--- src/dopm_consts.vh ---
// Purpose: constants for the output port mux and mode pointer block
// Assumes: eight-bit configuration and mode registers
// Notes:   field positions are bit indices within each register
`ifndef DOPM_CONSTS_VH
`define DOPM_CONSTS_VH

// mode register one fields
`define DOPM_MR1_RX_RTS_BIT    7
`define DOPM_MR1_RX_IRQ_BIT    6
// mode register two fields
`define DOPM_MR2_TX_RTS_BIT    5
// aux control fields
`define DOPM_ACR_TIMER_BIT     6
// output pin config fields
`define DOPM_OUTPUT_PIN_CONFIG_REG_P2_LO        0
`define DOPM_OUTPUT_PIN_CONFIG_REG_P3_LO        2
`define DOPM_OUTPUT_PIN_CONFIG_REG_P4_BIT       4
`define DOPM_OUTPUT_PIN_CONFIG_REG_P5_BIT       5
`define DOPM_OUTPUT_PIN_CONFIG_REG_P6_BIT       6
`define DOPM_OUTPUT_PIN_CONFIG_REG_P7_BIT       7
// two-bit pin select codes
`define DOPM_SEL_GP            2'h0
`define DOPM_SEL_01            2'h1
`define DOPM_SEL_10            2'h2
`define DOPM_SEL_11            2'h3
// command register misc field
`define DOPM_CMD_MISC_HI       6
`define DOPM_CMD_MISC_LO       4
`define DOPM_CMD_RESET_PTR     3'h1
// reset values
`define DOPM_MR_RESET          8'h00
`define DOPM_OUTPUT_PIN_CONFIG_REG_RESET        8'h00
`define DOPM_ACR_RESET         8'h00
`define DOPM_CSR_RESET         8'h00
`define DOPM_OPR_RESET         8'h00

`endif

--- src/dopm_output_mux.v ---
// Purpose: output pin multiplexer and per-channel mode register pointer
// Assumes: single clock; register writes arrive as one-cycle strobes
// Notes:   pins are registered, so each follows its source one cycle late
`timescale 1ns/1ps
`include "dopm_consts.vh"

module dopm_output_mux #(
  parameter DW = 8
) (
  // clock and reset
  input  wire          clk_sys,
  input  wire          reset,
  // channel A mode register access
  input  wire          mode_wr_chan_a,
  input  wire          mode_rd_chan_a,
  input  wire [DW-1:0] mode_wdata_chan_a,
  output wire [DW-1:0] mode_rdata_chan_a,
  output wire          mode_ptr_chan_a,
  // channel B mode register access
  input  wire          mode_wr_chan_b,
  input  wire          mode_rd_chan_b,
  input  wire [DW-1:0] mode_wdata_chan_b,
  output wire [DW-1:0] mode_rdata_chan_b,
  output wire          mode_ptr_chan_b,
  // command registers
  input  wire          cmd_wr_chan_a,
  input  wire          cmd_wr_chan_b,
  input  wire [DW-1:0] cmd_wdata,
  // clock select registers
  input  wire          csr_wr_chan_a,
  input  wire          csr_wr_chan_b,
  input  wire [DW-1:0] csr_wdata,
  output wire [DW-1:0] clock_select_chan_a,
  output wire [DW-1:0] clock_select_chan_b,
  // configuration registers
  input  wire          output_pin_config_reg_wr,
  input  wire [DW-1:0] output_pin_config_reg_wdata,
  input  wire          acr_wr,
  input  wire [DW-1:0] acr_wdata,
  input  wire          opr_set,
  input  wire          opr_clr,
  input  wire [DW-1:0] opr_bits,
  output wire [DW-1:0] output_pin_config,
  output wire [DW-1:0] aux_control,
  output wire [DW-1:0] output_latch,
  // full mode register views
  output wire [DW-1:0] mode_one_chan_a,
  output wire [DW-1:0] mode_two_chan_a,
  output wire [DW-1:0] mode_one_chan_b,
  output wire [DW-1:0] mode_two_chan_b,
  // internal sources
  input  wire          rx_ready_chan_a,
  input  wire          rx_ready_chan_b,
  input  wire          rx_fifo_full_chan_a,
  input  wire          rx_fifo_full_chan_b,
  input  wire          tx_ready_chan_a,
  input  wire          tx_ready_chan_b,
  input  wire          rx_rts_chan_a,
  input  wire          tx_rts_chan_a,
  input  wire          rx_rts_chan_b,
  input  wire          tx_rts_chan_b,
  input  wire          counter_ready_out,
  input  wire          timer_out,
  input  wire          tx_clock_chan_a_16x,
  input  wire          tx_clock_chan_a,
  input  wire          rx_clock_chan_a,
  input  wire          tx_clock_chan_b,
  input  wire          rx_clock_chan_b,
  // parallel output pins
  output wire [7:0]    out_pins
);

  reg  [DW-1:0] clock_select_reg_a;
  reg  [DW-1:0] clock_select_reg_b;
  reg  [DW-1:0] output_pin_config_reg;
  reg  [DW-1:0] aux_control_reg;
  reg  [DW-1:0] output_latch_reg;
  reg  [7:0]    pins_reg;
  reg  [7:0]    pins_next;

  // mode register contents from the two channel slices
  wire [DW-1:0] mode_reg_one_chan_a;
  wire [DW-1:0] mode_reg_two_chan_a;
  wire [DW-1:0] mode_reg_one_chan_b;
  wire [DW-1:0] mode_reg_two_chan_b;

  dopm_mode_chan #(
    .DW         (DW)
  ) dopm_mode_chan_a_i (
    .clk_sys    (clk_sys),
    .reset      (reset),
    .mode_wr    (mode_wr_chan_a),
    .mode_rd    (mode_rd_chan_a),
    .mode_wdata (mode_wdata_chan_a),
    .mode_rdata (mode_rdata_chan_a),
    .cmd_wr     (cmd_wr_chan_a),
    .cmd_wdata  (cmd_wdata),
    .mode_ptr   (mode_ptr_chan_a),
    .mode_one   (mode_reg_one_chan_a),
    .mode_two   (mode_reg_two_chan_a)
  );

  // the command byte is shared; only the strobe tells the channels apart
  dopm_mode_chan #(
    .DW         (DW)
  ) dopm_mode_chan_b_i (
    .clk_sys    (clk_sys),
    .reset      (reset),
    .mode_wr    (mode_wr_chan_b),
    .mode_rd    (mode_rd_chan_b),
    .mode_wdata (mode_wdata_chan_b),
    .mode_rdata (mode_rdata_chan_b),
    .cmd_wr     (cmd_wr_chan_b),
    .cmd_wdata  (cmd_wdata),
    .mode_ptr   (mode_ptr_chan_b),
    .mode_one   (mode_reg_one_chan_b),
    .mode_two   (mode_reg_two_chan_b)
  );

  always @(posedge clk_sys) begin
    if (reset) begin
      clock_select_reg_a <= `DOPM_CSR_RESET;
      clock_select_reg_b <= `DOPM_CSR_RESET;
    end else begin
      if (csr_wr_chan_a)
        clock_select_reg_a <= csr_wdata;
      if (csr_wr_chan_b)
        clock_select_reg_b <= csr_wdata;
    end
  end

  // shared configuration and latch; set wins over reset of a bit
  always @(posedge clk_sys) begin
    if (reset) begin
      output_pin_config_reg <= `DOPM_OUTPUT_PIN_CONFIG_REG_RESET;
      aux_control_reg       <= `DOPM_ACR_RESET;
      output_latch_reg      <= `DOPM_OPR_RESET;
    end else begin
      if (output_pin_config_reg_wr)
        output_pin_config_reg <= output_pin_config_reg_wdata;
      if (acr_wr)
        aux_control_reg <= acr_wdata;
      if (opr_set || opr_clr)
        output_latch_reg <= (output_latch_reg &
                             ~(opr_clr ? opr_bits : {DW{1'b0}})) |
                            (opr_set ? opr_bits : {DW{1'b0}});
    end
  end

  // pin selection; pins with no source selected fall back to the latch
  always @* begin
    pins_next = output_latch_reg[7:0];
    if (mode_reg_one_chan_a[`DOPM_MR1_RX_RTS_BIT] ||
        mode_reg_two_chan_a[`DOPM_MR2_TX_RTS_BIT])
      pins_next[0] = (mode_reg_one_chan_a[`DOPM_MR1_RX_RTS_BIT] &
                      rx_rts_chan_a) |
                     (mode_reg_two_chan_a[`DOPM_MR2_TX_RTS_BIT] &
                      tx_rts_chan_a);
    if (mode_reg_one_chan_b[`DOPM_MR1_RX_RTS_BIT] ||
        mode_reg_two_chan_b[`DOPM_MR2_TX_RTS_BIT])
      pins_next[1] = (mode_reg_one_chan_b[`DOPM_MR1_RX_RTS_BIT] &
                      rx_rts_chan_b) |
                     (mode_reg_two_chan_b[`DOPM_MR2_TX_RTS_BIT] &
                      tx_rts_chan_b);
    case (output_pin_config_reg[`DOPM_OUTPUT_PIN_CONFIG_REG_P2_LO+1:`DOPM_OUTPUT_PIN_CONFIG_REG_P2_LO])
      `DOPM_SEL_01: pins_next[2] = tx_clock_chan_a_16x;
      `DOPM_SEL_10: pins_next[2] = tx_clock_chan_a;
      `DOPM_SEL_11: pins_next[2] = rx_clock_chan_a;
      default:      pins_next[2] = output_latch_reg[2];
    endcase
    case (output_pin_config_reg[`DOPM_OUTPUT_PIN_CONFIG_REG_P3_LO+1:`DOPM_OUTPUT_PIN_CONFIG_REG_P3_LO])
      `DOPM_SEL_01: pins_next[3] = aux_control_reg[`DOPM_ACR_TIMER_BIT] ?
                                   timer_out : counter_ready_out;
      `DOPM_SEL_10: pins_next[3] = tx_clock_chan_b;
      `DOPM_SEL_11: pins_next[3] = rx_clock_chan_b;
      default:      pins_next[3] = output_latch_reg[3];
    endcase
    if (output_pin_config_reg[`DOPM_OUTPUT_PIN_CONFIG_REG_P4_BIT])
      pins_next[4] = mode_reg_one_chan_a[`DOPM_MR1_RX_IRQ_BIT] ?
                     rx_fifo_full_chan_a : rx_ready_chan_a;
    if (output_pin_config_reg[`DOPM_OUTPUT_PIN_CONFIG_REG_P5_BIT])
      pins_next[5] = mode_reg_one_chan_b[`DOPM_MR1_RX_IRQ_BIT] ?
                     rx_fifo_full_chan_b : rx_ready_chan_b;
    if (output_pin_config_reg[`DOPM_OUTPUT_PIN_CONFIG_REG_P6_BIT])
      pins_next[6] = tx_ready_chan_a;
    if (output_pin_config_reg[`DOPM_OUTPUT_PIN_CONFIG_REG_P7_BIT])
      pins_next[7] = tx_ready_chan_b;
  end

  // registered pins avoid glitches while selections change
  always @(posedge clk_sys) begin
    if (reset)
      pins_reg <= 8'h00;
    else
      pins_reg <= pins_next;
  end

  // register views straight from their flops
  assign clock_select_chan_a = clock_select_reg_a;
  assign clock_select_chan_b = clock_select_reg_b;
  assign output_pin_config   = output_pin_config_reg;
  assign aux_control         = aux_control_reg;
  assign output_latch        = output_latch_reg;
  assign mode_one_chan_a     = mode_reg_one_chan_a;
  assign mode_two_chan_a     = mode_reg_two_chan_a;
  assign mode_one_chan_b     = mode_reg_one_chan_b;
  assign mode_two_chan_b     = mode_reg_two_chan_b;
  assign out_pins            = pins_reg;

endmodule

// one channel's mode register pair and its access pointer; the pointer
// picks register one after reset and register two after the first access
module dopm_mode_chan #(
  parameter DW = 8
) (
  // clock and reset
  input  wire          clk_sys,
  input  wire          reset,
  // mode register access
  input  wire          mode_wr,
  input  wire          mode_rd,
  input  wire [DW-1:0] mode_wdata,
  output wire [DW-1:0] mode_rdata,
  // command register write
  input  wire          cmd_wr,
  input  wire [DW-1:0] cmd_wdata,
  // pointer and register views
  output wire          mode_ptr,
  output wire [DW-1:0] mode_one,
  output wire [DW-1:0] mode_two
);

  reg  [DW-1:0] mode_one_reg;
  reg  [DW-1:0] mode_two_reg;
  reg           ptr_reg;
  reg           ptr_next;

  wire          access;
  wire          ptr_cmd;

  assign access = mode_wr | mode_rd;
  // pointer reset code; other misc codes leave the pointer alone
  assign ptr_cmd = cmd_wr &&
                   (cmd_wdata[`DOPM_CMD_MISC_HI:`DOPM_CMD_MISC_LO] ==
                    `DOPM_CMD_RESET_PTR);

  // pointer next state; a reset command beats a same-cycle access
  always @* begin
    ptr_next = ptr_reg;
    if (access)
      ptr_next = 1'b1;
    if (ptr_cmd)
      ptr_next = 1'b0;
  end

  always @(posedge clk_sys) begin
    if (reset)
      ptr_reg <= 1'b0;
    else
      ptr_reg <= ptr_next;
  end

  // writes steer by the pointer as it stood before the access
  always @(posedge clk_sys) begin
    if (reset) begin
      mode_one_reg <= `DOPM_MR_RESET;
      mode_two_reg <= `DOPM_MR_RESET;
    end else begin
      if (mode_wr && !ptr_reg)
        mode_one_reg <= mode_wdata;
      if (mode_wr && ptr_reg)
        mode_two_reg <= mode_wdata;
    end
  end

  assign mode_rdata = ptr_reg ? mode_two_reg : mode_one_reg;
  assign mode_ptr   = ptr_reg;
  assign mode_one   = mode_one_reg;
  assign mode_two   = mode_two_reg;

endmodule

--- config.mk ---
export PLATFORM = sky130hd
export DESIGN_NAME = dopm_output_mux
export DESIGN_NICKNAME = d
export VERILOG_FILES = /design/src/dopm_output_mux.v
export VERILOG_INCLUDE_DIRS = /design/src /design/src/src
export SDC_FILE = /design/constraint.sdc
export NUM_CORES = 1
export LEC_CHECK = 0
export ABC_CLOCK_PERIOD_IN_PS = 2250
export BUFFER_PORTS_ARGS = -buffer_cell sky130_fd_sc_hd__buf_2
export CORE_MARGIN = 4
export CORE_UTILIZATION = 31
export DETAILED_ROUTE_END_ITERATION = 8
export PLACE_DENSITY = 0.72
export SETUP_SLACK_MARGIN = 0.1
export SYNTH_ARGS = -nofsm -noshare
export SYNTH_HDL_FRONTEND = slang
export SYNTH_HIERARCHICAL = 1
export SYNTH_SLANG_ARGS = --single-unit
--- constraint.sdc ---
create_clock -name clk_sys -period 2.25 [get_ports clk_sys]
set_input_delay 0.45 -clock clk_sys [delete_from_list [all_inputs] [get_ports clk_sys]]
set_output_delay 0.45 -clock clk_sys [all_outputs]
set_load 0.02 [all_outputs]
# Word-level counts from Yosys, hierarchy flattened
# Cells that the tools add are included.
[totals]
reg_bits = 82
wordCells = 58
in_bits = 87
out_inout_bits = 98
[op_classes]
n_eq_ne = 7
muxes = 15
bitwise_logic = 11
reduce_logical = 13
[op_table]
columns = ["cell", "count"]
rows = [
  ["8-bit two-way mux", 4],
  ["1-bit two-way mux", 9],
  ["8-bit AND", 1],
  ["2-bit equality test, second input constant", 4],
  ["8-bit NOT", 1],
  ["8-bit OR", 1],
  ["1-bit logical AND", 6],
  ["1-bit case mux with 3 select lines", 2],
  ["1-bit AND", 4],
  ["2-bit by 1-bit equality test with 1-bit output, second input constant", 2],
  ["1-bit OR", 4],
  ["2-bit OR reduction", 2],
  ["3-bit by 1-bit equality test with 1-bit output, second input constant", 1],
  ["1-bit logical OR", 3],
  ["1-bit logical NOT", 2],
]

# Logic depth before layout (Yosys ltp)
# Gate-level depths: netlist (run 1).
[depth]
word_depth = 4
depth_mapped = 5
mapped_depth_nobuf = 3

# By module
# The synthesis (run 1) kept the hierarchy.
[by_module_without_submodules]
columns = ["mod", "area_per_inst_um2", "instances", "cells_per_inst", "seq_area_each_um2"]
rows = [
  ["dopm_output_mux", 1756.7, 1, 170, 960.9],
  ["dopm_mode_chan", 760.7, 2, 86, 340.3],
]

# Worst setup path before layout (run 1)
# No wires, ideal clock.
[synth_timing]
kind = "register to output"
start = "reg dopm_mode_chan_a_i.ptr_reg (netlist: dopm_mode_chan_a_i/mode_ptr)"
end = "out mode_rdata_chan_a[4]"
path_buffers = 2
required_time_ps = 1800
slack_ps = 693
t_arrival_ps = 1107
stages_incl_launch_ff = 4
path_cell_list = "dfxtp_1 buf_6 buf_4 mux2_4"
[synth_via]
elab_chain_len = 1
[synth_lines]
columns = ["item", "line", "rtl"]
rows = [
  ["start, declared", "dopm_output_mux.v:236", "reg ptr_reg;"],
  ["start signal, assigned", "dopm_output_mux.v:261", "ptr_reg <= ptr_next;"],
  ["8-bit two-way mux", "dopm_output_mux.v:277", "assign mode_rdata = ptr_reg ? mode_two_reg : mode_one_reg;"],
  ["end, declared", "dopm_output_mux.v:17", "output wire [DW-1:0] mode_rdata_chan_a,"],
]
# Every way passes these cells.

# Worst setup path after layout (run 1)
[layout_timing]
start = "reg dopm_mode_chan_a_i.ptr_reg (netlist: dopm_mode_chan_a_i/mode_ptr)"
end = "out mode_rdata_chan_a[5]"
# The elaborated chain is that of the path after synthesis.

==> flow_summary.json, run 1 <==
{
  "vias_per_cell": 4.628,
  "crit_chain": "buf_4, mux2_2, buf_2",
  "fmax_mhz": 529.4,
  "vias": 3022,
  "cts_tree": "done",
  "synth.avg_cell_area_um2": 9.585,
  "ys_dominant_reg_cell": "dfxtp_1",
  "path_class": "reg2out",
  "grt_max_degree": 41,
  "ys_seq_area_share_pct": 50.08,
  "rsz0062_at_grt": "no",
  "ys_top_cells_by_area": "dfxtp_1, mux2i_1, nand2_1",
  "fp.dieW_um": 110.8,
  "synth.distinct_cells": 24,
  "cp_num_buf_inv": 2,
  "cellLeakagePower_uw": 0.002220,
  "wl_per_cell_um": 13.53,
  "synthDominantCellAreaShare_pct": 50.08,
  "insertion_delay_ns": 0.34,
  "powerDensity_nw_per_um2": 764.8,
  "grt_pass1_vias": 3029,
  "worst_pin_slew_ns": 0.4747,
  "wirelength_mm": 8.836,
  "critPathLaunchType": "register",
  "synth_top_cells_by_count": "dfxtp_1, nand2_1, nor2_1",
  "die_area_um2": 12280,
  "finalCriticalPeriod_ns": 1.889,
  "initial_core_util_pct": 31.75,
  "antenna_found_initial": 0,
  "cts.sinks": 82,
  "grt.overflow.total": 0,
  "cts_buffers": 9,
  "syn_to_final_growth_pct": 36.98,
  "pin_count": 185,
  "clkTransAtPathRegs_ns": 0.09,
  "die_height_um": 110.8,
  "place.gp.congestion": 0.7921,
  "cts_setup_buffers": 0,
  "remaining_drc_errors": 0,
  "clk_path_buf_depth": 2,
  "hold_path_class": "in2reg",
  "yosys_warnings": 6,
  "syn-num-nets": 429,
  "ant_nets": 0,
  "hpwl_mm": 6.802,
  "rows": 37,
  "ys_ff_latch": 82,
  "fin_setup_tns_ns": 0,
  "drtIter0Drc": 114,
  "place_ws_ns": 0.5471,
  "nNetsFinal": 600,
  "syn_inst": 342,
  "yosys.cell_count.top_type": "dfxtp_1",
  "relSlewSlack_pct": 68.35,
  "crit_required_ns": 1.80,
  "coreArea_um2": 10320,
  "arrival_ns": 1.44,
  "slowest_stage": "mux2_2",
  "synth_edf_count": 0,
  "max_cap_violations": 0,
  "io_buffers": 179,
  "drv_slew": 0,
  "grt_first_pass_wirelength_mm": 14.56,
  "h-tree-depth": 3,
  "drive_gt1_share_pct": 46.03,
  "status": "completed",
  "ys_async_sr_fraction_pct": 0,
  "worstPathMaxFanout": 21,
  "end_kind": "output pin",
  "setup_ws_ns": 0.3611,
  "setup_viol": 0,
  "antenna_cells": 0,
  "ir_worst_vdd_v": 0.0003592,
  "fin_skew_ns": 0.008386,
  "cpPeakStageDelay_ns": 0.36,
  "path_delay_family": "buffers and inverters",
  "synth_top_area_cell": "dfxtp_1",
  "clock-root-buffer": "clkbuf_8",
  "hold_viol": 0,
  "first_pass_iters": 4,
  "fin_crit_sh_pct": 83.95,
  "grt_usage_pct": 14.19,
  "post-route-util_pct": 43.50,
  "syn-cell-area_um2": 3278
}
worst paths after layout:
path | from | to | slack (ns) | cells past startpoint
max | dopm_mode_chan_a_i/mode_ptr | mode_rdata_chan_a[5] | 0.36 | 3
min | output_pin_config_reg_wdata[3] | output_pin_config[3] | 0.33 | 3
max reg2reg | aux_control[6] | out_pins[3] | 0.83 | 3
min reg2reg | dopm_mode_chan_a_i/mode_two[2] | dopm_mode_chan_a_i/mode_two[2] | 0.47 | 2
area by class of cell:
| cell class | instances | area [um2] |
|---|---|---|
| Clock buffer | 9 | 123.9 |
| Multi-Input combinational cell | 235 | 1495 |
| Sequential cell | 82 | 1643 |
| Tap cell | 136 | 170.2 |
| Clock inverter | 6 | 115.1 |
| Timing Repair Buffer | 185 | 943.4 |
| Fill cell | 1022 | 5833 |
tightest hold or removal path, stage by stage:
cell,delay [ns]
buf_2,0.07
mux2i_1,0.05
nor2_1,0.07
layer usage:
metal	track usage [%]	vias up	wire [um]	share of wire [%]
met5	0	-	0	0
met4	4.433	0	131	1.5
met3	4.858	10	694	7.9
met2	24.19	120	4227	48
met1	16.76	1390	3782	43
li1	-	1502	-	-
cell families after synthesis:
logic type             count (synthesis)  synth area share (%)
AO/OA/AOI/OAI                         46                 9.771
buffers and inverters                 25                 4.313
flip-flops                            82                 50.08
multiplexers                          55                 18.44
AND/OR/NAND/NOR                      134                 17.40
cells in the final DEF (no fill, tap or decap), types with 2 or more instances in the layout:
cell and instances:
nor3_1 4, buf_2 178, buf_4 7, mux4_2 2, and2b_1 2, clkbuf_8 9, mux2_4 2, nor2_1 46
nand2b_1 2, a21oi_2 16, a211oi_1 2, bufinv_16 3, mux2i_1 36, nand3_1 16, a22oi_1 10, dfxtp_1 81
nand2_1 58, nor4bb_1 2, nand2_2 2, a21oi_1 18, mux2_2 14
power breakdown:
| part | switching (uW) | leakage, uW | internal (uW) |
|---|---|---|---|
| registers | 62.3 | 0.000675 | 1540 |
| logic | 333 | 0.00143 | 234 |
| clock network | 532 | 0.000116 | 737 |
| total | 928 | 0.00222 | 2510 |
metrics by stage:
| step | std cells | area, um2 | hold slack, ns | total power, uW |
|---|---|---|---|---|
| detailed placement | 638 | 4250 | 0.4606 | 2204 |
| global placement | 638 | 4250 | 0.4506 | 2189 |
| floorplan | 342 | 3278 | 0.5425 | 1986 |
| global route | 653 | 4491 | 0.3192 | 3615 |
| finish | 653 | 4491 | 0.3330 | 3434 |
| CTS | 653 | 4489 | 0.3154 | 3490 |
repair_timing:
action                     in CTS  in global routing
setup endpoints to repair       0                  7
hold buffers                    0                  0
resized for setup               0                  1
No activity file was read; power rests on OpenSTA's default activity.
==> run 2, diff against run 1 <==
--- a/config.mk
+++ b/config.mk
@@ -6,7 +6,7 @@
 export SDC_FILE = /design/constraint.sdc
 export NUM_CORES = 1
 export LEC_CHECK = 0
-export ABC_CLOCK_PERIOD_IN_PS = 2250
+export ABC_CLOCK_PERIOD_IN_PS = 1850
 export BUFFER_PORTS_ARGS = -buffer_cell sky130_fd_sc_hd__buf_2
 export CORE_MARGIN = 4
 export CORE_UTILIZATION = 31
==> constraint.sdc (replaced) <==
create_clock -name clk_sys -period 1.85 [get_ports clk_sys]
set_input_delay 0.37 -clock clk_sys [delete_from_list [all_inputs] [get_ports clk_sys]]
set_output_delay 0.37 -clock clk_sys [all_outputs]
set_load 0.02 [all_outputs]
==> run 2 against run 1 <==
Against the previous run:
- sequential power grew 21%
- worst hold slack lost 0.076 ns
- die area is the same
- wire length grew 5.0%
- critical endpoint is now mode_rdata_chan_b[3]
- largest power group unchanged
==> flow_summary.json, run 2 (synthesized netlist as in run 1, its figures left out) <==
{
  "powerDensity_nw_per_um2": 875.7,
  "slowest_stage": "dfxtp_2",
  "wl_per_cell_um": 14.08,
  "worst_pin_slew_ns": 0.4421,
  "cellLeakagePower_uw": 0.002275,
  "grt_first_pass_wirelength_mm": 14.46,
  "fmax_mhz": 583.7,
  "whs_ns": 0.2573,
  "hpwl_mm": 6.606,
  "io_buffers": 179,
  "path_class": "reg2out",
  "fin_crit_sh_pct": 92.60,
  "syn_to_final_growth_pct": 41.18,
  "combPwrFrac_pct": 18.7,
  "path_delay_family": "flip-flops",
  "drv_slew": 0,
  "die_area_um2": 12280,
  "worstPathMaxFanout": 6,
  "drtIter0Drc": 144,
  "clock-root-buffer": "clkbuf_8",
  "power_switching_uw": 1150,
  "grt_max_degree": 83,
  "cts_buffers": 9,
  "cts.sinks": 82,
  "cpPeakStageDelay_ns": 0.37,
  "wirelength_mm": 9.282,
  "end_kind": "output pin",
  "place.gp.congestion": 0.8110,
  "fin_total_pwr_uw": 4053,
  "power.share.clock_pct": 33.5,
  "initial_core_util_pct": 31.75,
  "p_seq_share_pct": 47.8,
  "ir_worst_vdd_v": 0.0003922,
  "fin_skew_ns": 0.01310,
  "layout.cells.non_filler": 659,
  "cp_num_buf_inv": 2,
  "first_pass_iters": 4,
  "intPower_uw": 2903,
  "max_cap_violations": 0,
  "fp.dieW_um": 110.8,
  "cts_tree": "done",
  "remaining_drc_errors": 0,
  "setup_viol": 0,
  "vias_per_cell": 4.656,
  "relSlewSlack_pct": 70.53,
  "grt.overflow.total": 0,
  "die_height_um": 110.8,
  "finalCriticalPeriod_ns": 1.713,
  "hold_buffers": 0,
  "crit_required_ns": 1.48,
  "drive_gt1_share_pct": 46.85,
  "grt_usage_pct": 14.13,
  "status": "completed",
  "grt_pass1_vias": 2927,
  "rows": 37,
  "insertion_delay_ns": 0.34,
  "clkTransAtPathRegs_ns": 0.09,
  "antenna_found_initial": 0,
  "critPathLaunchType": "register",
  "fin_setup_tns_ns": 0,
  "pin_count": 185,
  "hold_path_class": "in2reg",
  "layout_common_cells": "buf_2, dfxtp_1, nand2_1",
  "ant_nets": 0,
  "h-tree-depth": 3,
  "mostFrequentLayoutCell": "buf_2",
  "vias": 3068,
  "dp_cells": 636,
  "rsz0062_at_grt": "yes",
  "nNetsFinal": 605,
  "arrival_ns": 1.34,
  "p_sw_share_pct": 28.39,
  "coreArea_um2": 10320,
  "antenna_cells": 0,
  "clk_path_buf_depth": 2,
  "crit_chain": "buf_6, mux2_2, buf_2",
  "hold_viol": 0
}
==> run 2: cell type report <==
type / count / area, um2
Fill cell: 998 / 5695
Multi-Input combinational cell: 235 / 1499
Timing Repair Buffer: 190 / 1101
Clock buffer: 11 / 151.4
Tap cell: 136 / 170.2
Clock inverter: 5 / 60.06
Sequential cell: 82 / 1647
==> run 2: path summary, 6_finish.rpt <==
kind                                         end                           start  cells past startpoint  slack (ns)
hold / removal                    aux_control[3]                    acr_wdata[3]                      3        0.26
hold reg to reg   dopm_mode_chan_a_i/mode_two[1]  dopm_mode_chan_a_i/mode_two[1]                      2        0.47
setup reg to reg  dopm_mode_chan_b_i/mode_one[6]     dopm_mode_chan_b_i/mode_ptr                      6        0.40
setup / recovery            mode_rdata_chan_b[3]     dopm_mode_chan_b_i/mode_ptr                      3        0.14
==> run 2: per-layer routing <==
metal / track usage (%) / vias to the layer above / part of all wire [%]
li1: - / 1507 / -
met1: 17.28 / 1435 / 43
met2: 23.14 / 116 / 48
met3: 4.694 / 10 / 7.9
met4: 5.090 / 0 / 1.5
met5: 0 / - / 0
==> run 2: power groups by stage <==
stage | clock [uW] | combinational [uW] | sequential (uW)
after CTS | 1410 | 728 | 1940
final | 1360 | 757 | 1940
after global routing | 1490 | 819 | 1960
after global placement | 0 | 691 | 1970
after detailed placement | 0 | 705 | 1980
after floorplan | 0 | 322 | 2090
==> run 2: repair_timing <==
item / 4_1_cts / 5_1_grt
gates resized for setup: 4 / 22
setup endpoints to repair: 16 / 15
gates cloned: 1 / 2
setup buffers: 2 / 2
==> run 2: tightest hold or removal path, cell delays in order <==
cell and delay (ns):
buf_2 0.07, mux2i_1 0.05, nor2_1 0.07
==> run 2: metrics by stage <==
stage | setup slack [ns] | utilization (%) | instance area, um2
finish | 0.1369 | 44.83 | 4628
global route | 0.07296 | 44.83 | 4628
CTS | 0.09052 | 43.78 | 4519
detailed placement | 0.3954 | 41.15 | 4248
global placement | 0.4069 | 41.15 | 4248
floorplan | 0.3730 | - | 3278
==> run 3, diff against run 2 <==
--- a/config.mk
+++ b/config.mk
@@ -11,7 +11,6 @@
 export CORE_MARGIN = 4
 export CORE_UTILIZATION = 31
 export DETAILED_ROUTE_END_ITERATION = 8
-export PLACE_DENSITY = 0.72
 export SETUP_SLACK_MARGIN = 0.1
 export SYNTH_ARGS = -nofsm -noshare
 export SYNTH_HDL_FRONTEND = slang
==> constraint.sdc (replaced) <==
create_clock -name clk_sys -period 1.85 [get_ports clk_sys]
set_input_delay 0.2775 -clock clk_sys [delete_from_list [all_inputs] [get_ports clk_sys]]
set_output_delay 0.2775 -clock clk_sys [all_outputs]
set_load 0.02 [all_outputs]
==> run 3 against run 2 <==
Against the previous run:
- critical path depth is the same
- clock skew down 0.0076 ns
- sequential share of layout area increased by 1.1 points
- highest routed layer unchanged
==> flow_summary.json, run 3 (synthesized netlist as in run 1, its figures left out) <==
{
  "drv_slew": 0,
  "rows": 37,
  "grt_pass1_vias": 2917,
  "fin_skew_ns": 0.005490,
  "grt_first_pass_wirelength_mm": 14.85,
  "wirelength_mm": 9.023,
  "status": "completed",
  "pin_count": 185,
  "relSlewSlack_pct": 79.39,
  "cts_resized": 0,
  "nNetsFinal": 598,
  "place_area_um2": 4248,
  "clkTransAtPathRegs_ns": 0.08,
  "antenna_found_initial": 0,
  "place.gp.congestion": 0.7687,
  "cts_tree": "done",
  "hold_path_class": "in2reg",
  "io_buffers": 179,
  "powerDensity_nw_per_um2": 912.3,
  "coreArea_um2": 10320,
  "fmax_mhz": 601.2,
  "die_height_um": 110.8,
  "worstPathMaxFanout": 21,
  "max_cap_violations": 0,
  "crit_required_ns": 1.57,
  "first_pass_iters": 4,
  "cellLeakagePower_uw": 0.002210,
  "clk_path_buf_depth": 2,
  "critPathLaunchType": "register",
  "hold_viol": 0,
  "syn_to_final_growth_pct": 36.72,
  "vias": 3007,
  "finalCriticalPeriod_ns": 1.663,
  "grt_usage_pct": 14.45,
  "hpwl_mm": 6.757,
  "rsz0062_at_grt": "no",
  "cts.sinks": 82,
  "fin_setup_tns_ns": 0,
  "hold_buffers": 0,
  "drive_gt1_share_pct": 45.74,
  "cts_buffers": 9,
  "rrSetupSlack_ns": 0.44,
  "insertion_delay_ns": 0.34,
  "path_class": "reg2out",
  "setup_viol": 0,
  "arrival_ns": 1.39,
  "grt_max_degree": 48,
  "layout_common_cells": "buf_2, dfxtp_1, nand2_1",
  "fp.dieW_um": 110.8,
  "drtIter0Drc": 141,
  "antenna_cells": 0,
  "die_area_um2": 12280,
  "h-tree-depth": 3,
  "mostFrequentLayoutCell": "buf_2",
  "fin_crit_sh_pct": 89.92,
  "end_kind": "output pin",
  "wl_per_cell_um": 13.84,
  "cts_setup_buffers": 0,
  "clock-root-buffer": "clkbuf_8",
  "remaining_drc_errors": 0,
  "grt.overflow.total": 0,
  "initial_core_util_pct": 31.75,
  "ir_worst_vdd_v": 0.0002953,
  "final_area_um2": 4482,
  "vias_per_cell": 4.612,
  "ant_nets": 0,
  "worst_pin_slew_ns": 0.3091
}
[run 3: cell types whose count changed in the layout (fill, tap and decap cells not counted), sizes merged]
cell / change
bufinv: +1
clkinvlp: +1
clkbuf: -2
buf: -5
bufbuf: -1
clkinv: -1
[run 3: per-layer routing]
metal	GRT usage, %	vias to the layer above	part of all wire [%]
li1	-	1500	-
met1	18.46	1372	45
met2	22.25	126	44
met3	6.605	9	10
met4	3.530	0	1.1
met5	0	-	0
[run 3: area by class of cell]
type / instances / area (um2)
Fill cell: 1035 / 5842
Sequential cell: 82 / 1642
Multi-Input combinational cell: 235 / 1495
Timing Repair Buffer: 183 / 948.4
Tap cell: 136 / 170.2
Clock buffer: 10 / 137.6
Clock inverter: 6 / 88.84
[run 3: worst max-delay path, stage by stage (launching register included)]
cell and delay (ns):
dfxtp_1 0.33, buf_6 0.20, mux2_2 0.35, buf_2 0.16
[run 3: path summary, 6_finish.rpt]
| kind | end | startpoint | cells after the start |
|---|---|---|---|
| worst max register to register | out_pins[3] | aux_control[6] | 3 |
| worst min register to register | dopm_mode_chan_b_i/mode_two[7] | dopm_mode_chan_b_i/mode_two[7] | 2 |
| worst max-delay path | mode_rdata_chan_a[3] | dopm_mode_chan_a_i/mode_ptr | 3 |
| worst min-delay path | output_pin_config[0] | output_pin_config_reg_wdata[0] | 3 |
[run 3: per-stage QoR]
stage | setup WS [ns] | util [%] | power (uW) | hold slack (ns) | cells
4_1_cts | 0.1143 | 43.34 | 4152 | 0.1443 | 652
5_1_grt | 0.1128 | 43.41 | 4303 | 0.1441 | 652
3_5_place_dp | 0.4594 | 41.15 | 2681 | 0.4619 | 636
3_3_place_gp | 0.4862 | 41.15 | 2669 | 0.4518 | 636
2_1_floorplan | 0.3887 | - | 2415 | 0.4229 | 342
6_report | 0.1866 | 43.41 | 4089 | 0.1706 | 652
[run 3: power breakdown]
part,switching (uW),internal [uW]
Sequential,69.3,1870
Clock,653,800
Combinational,413,287
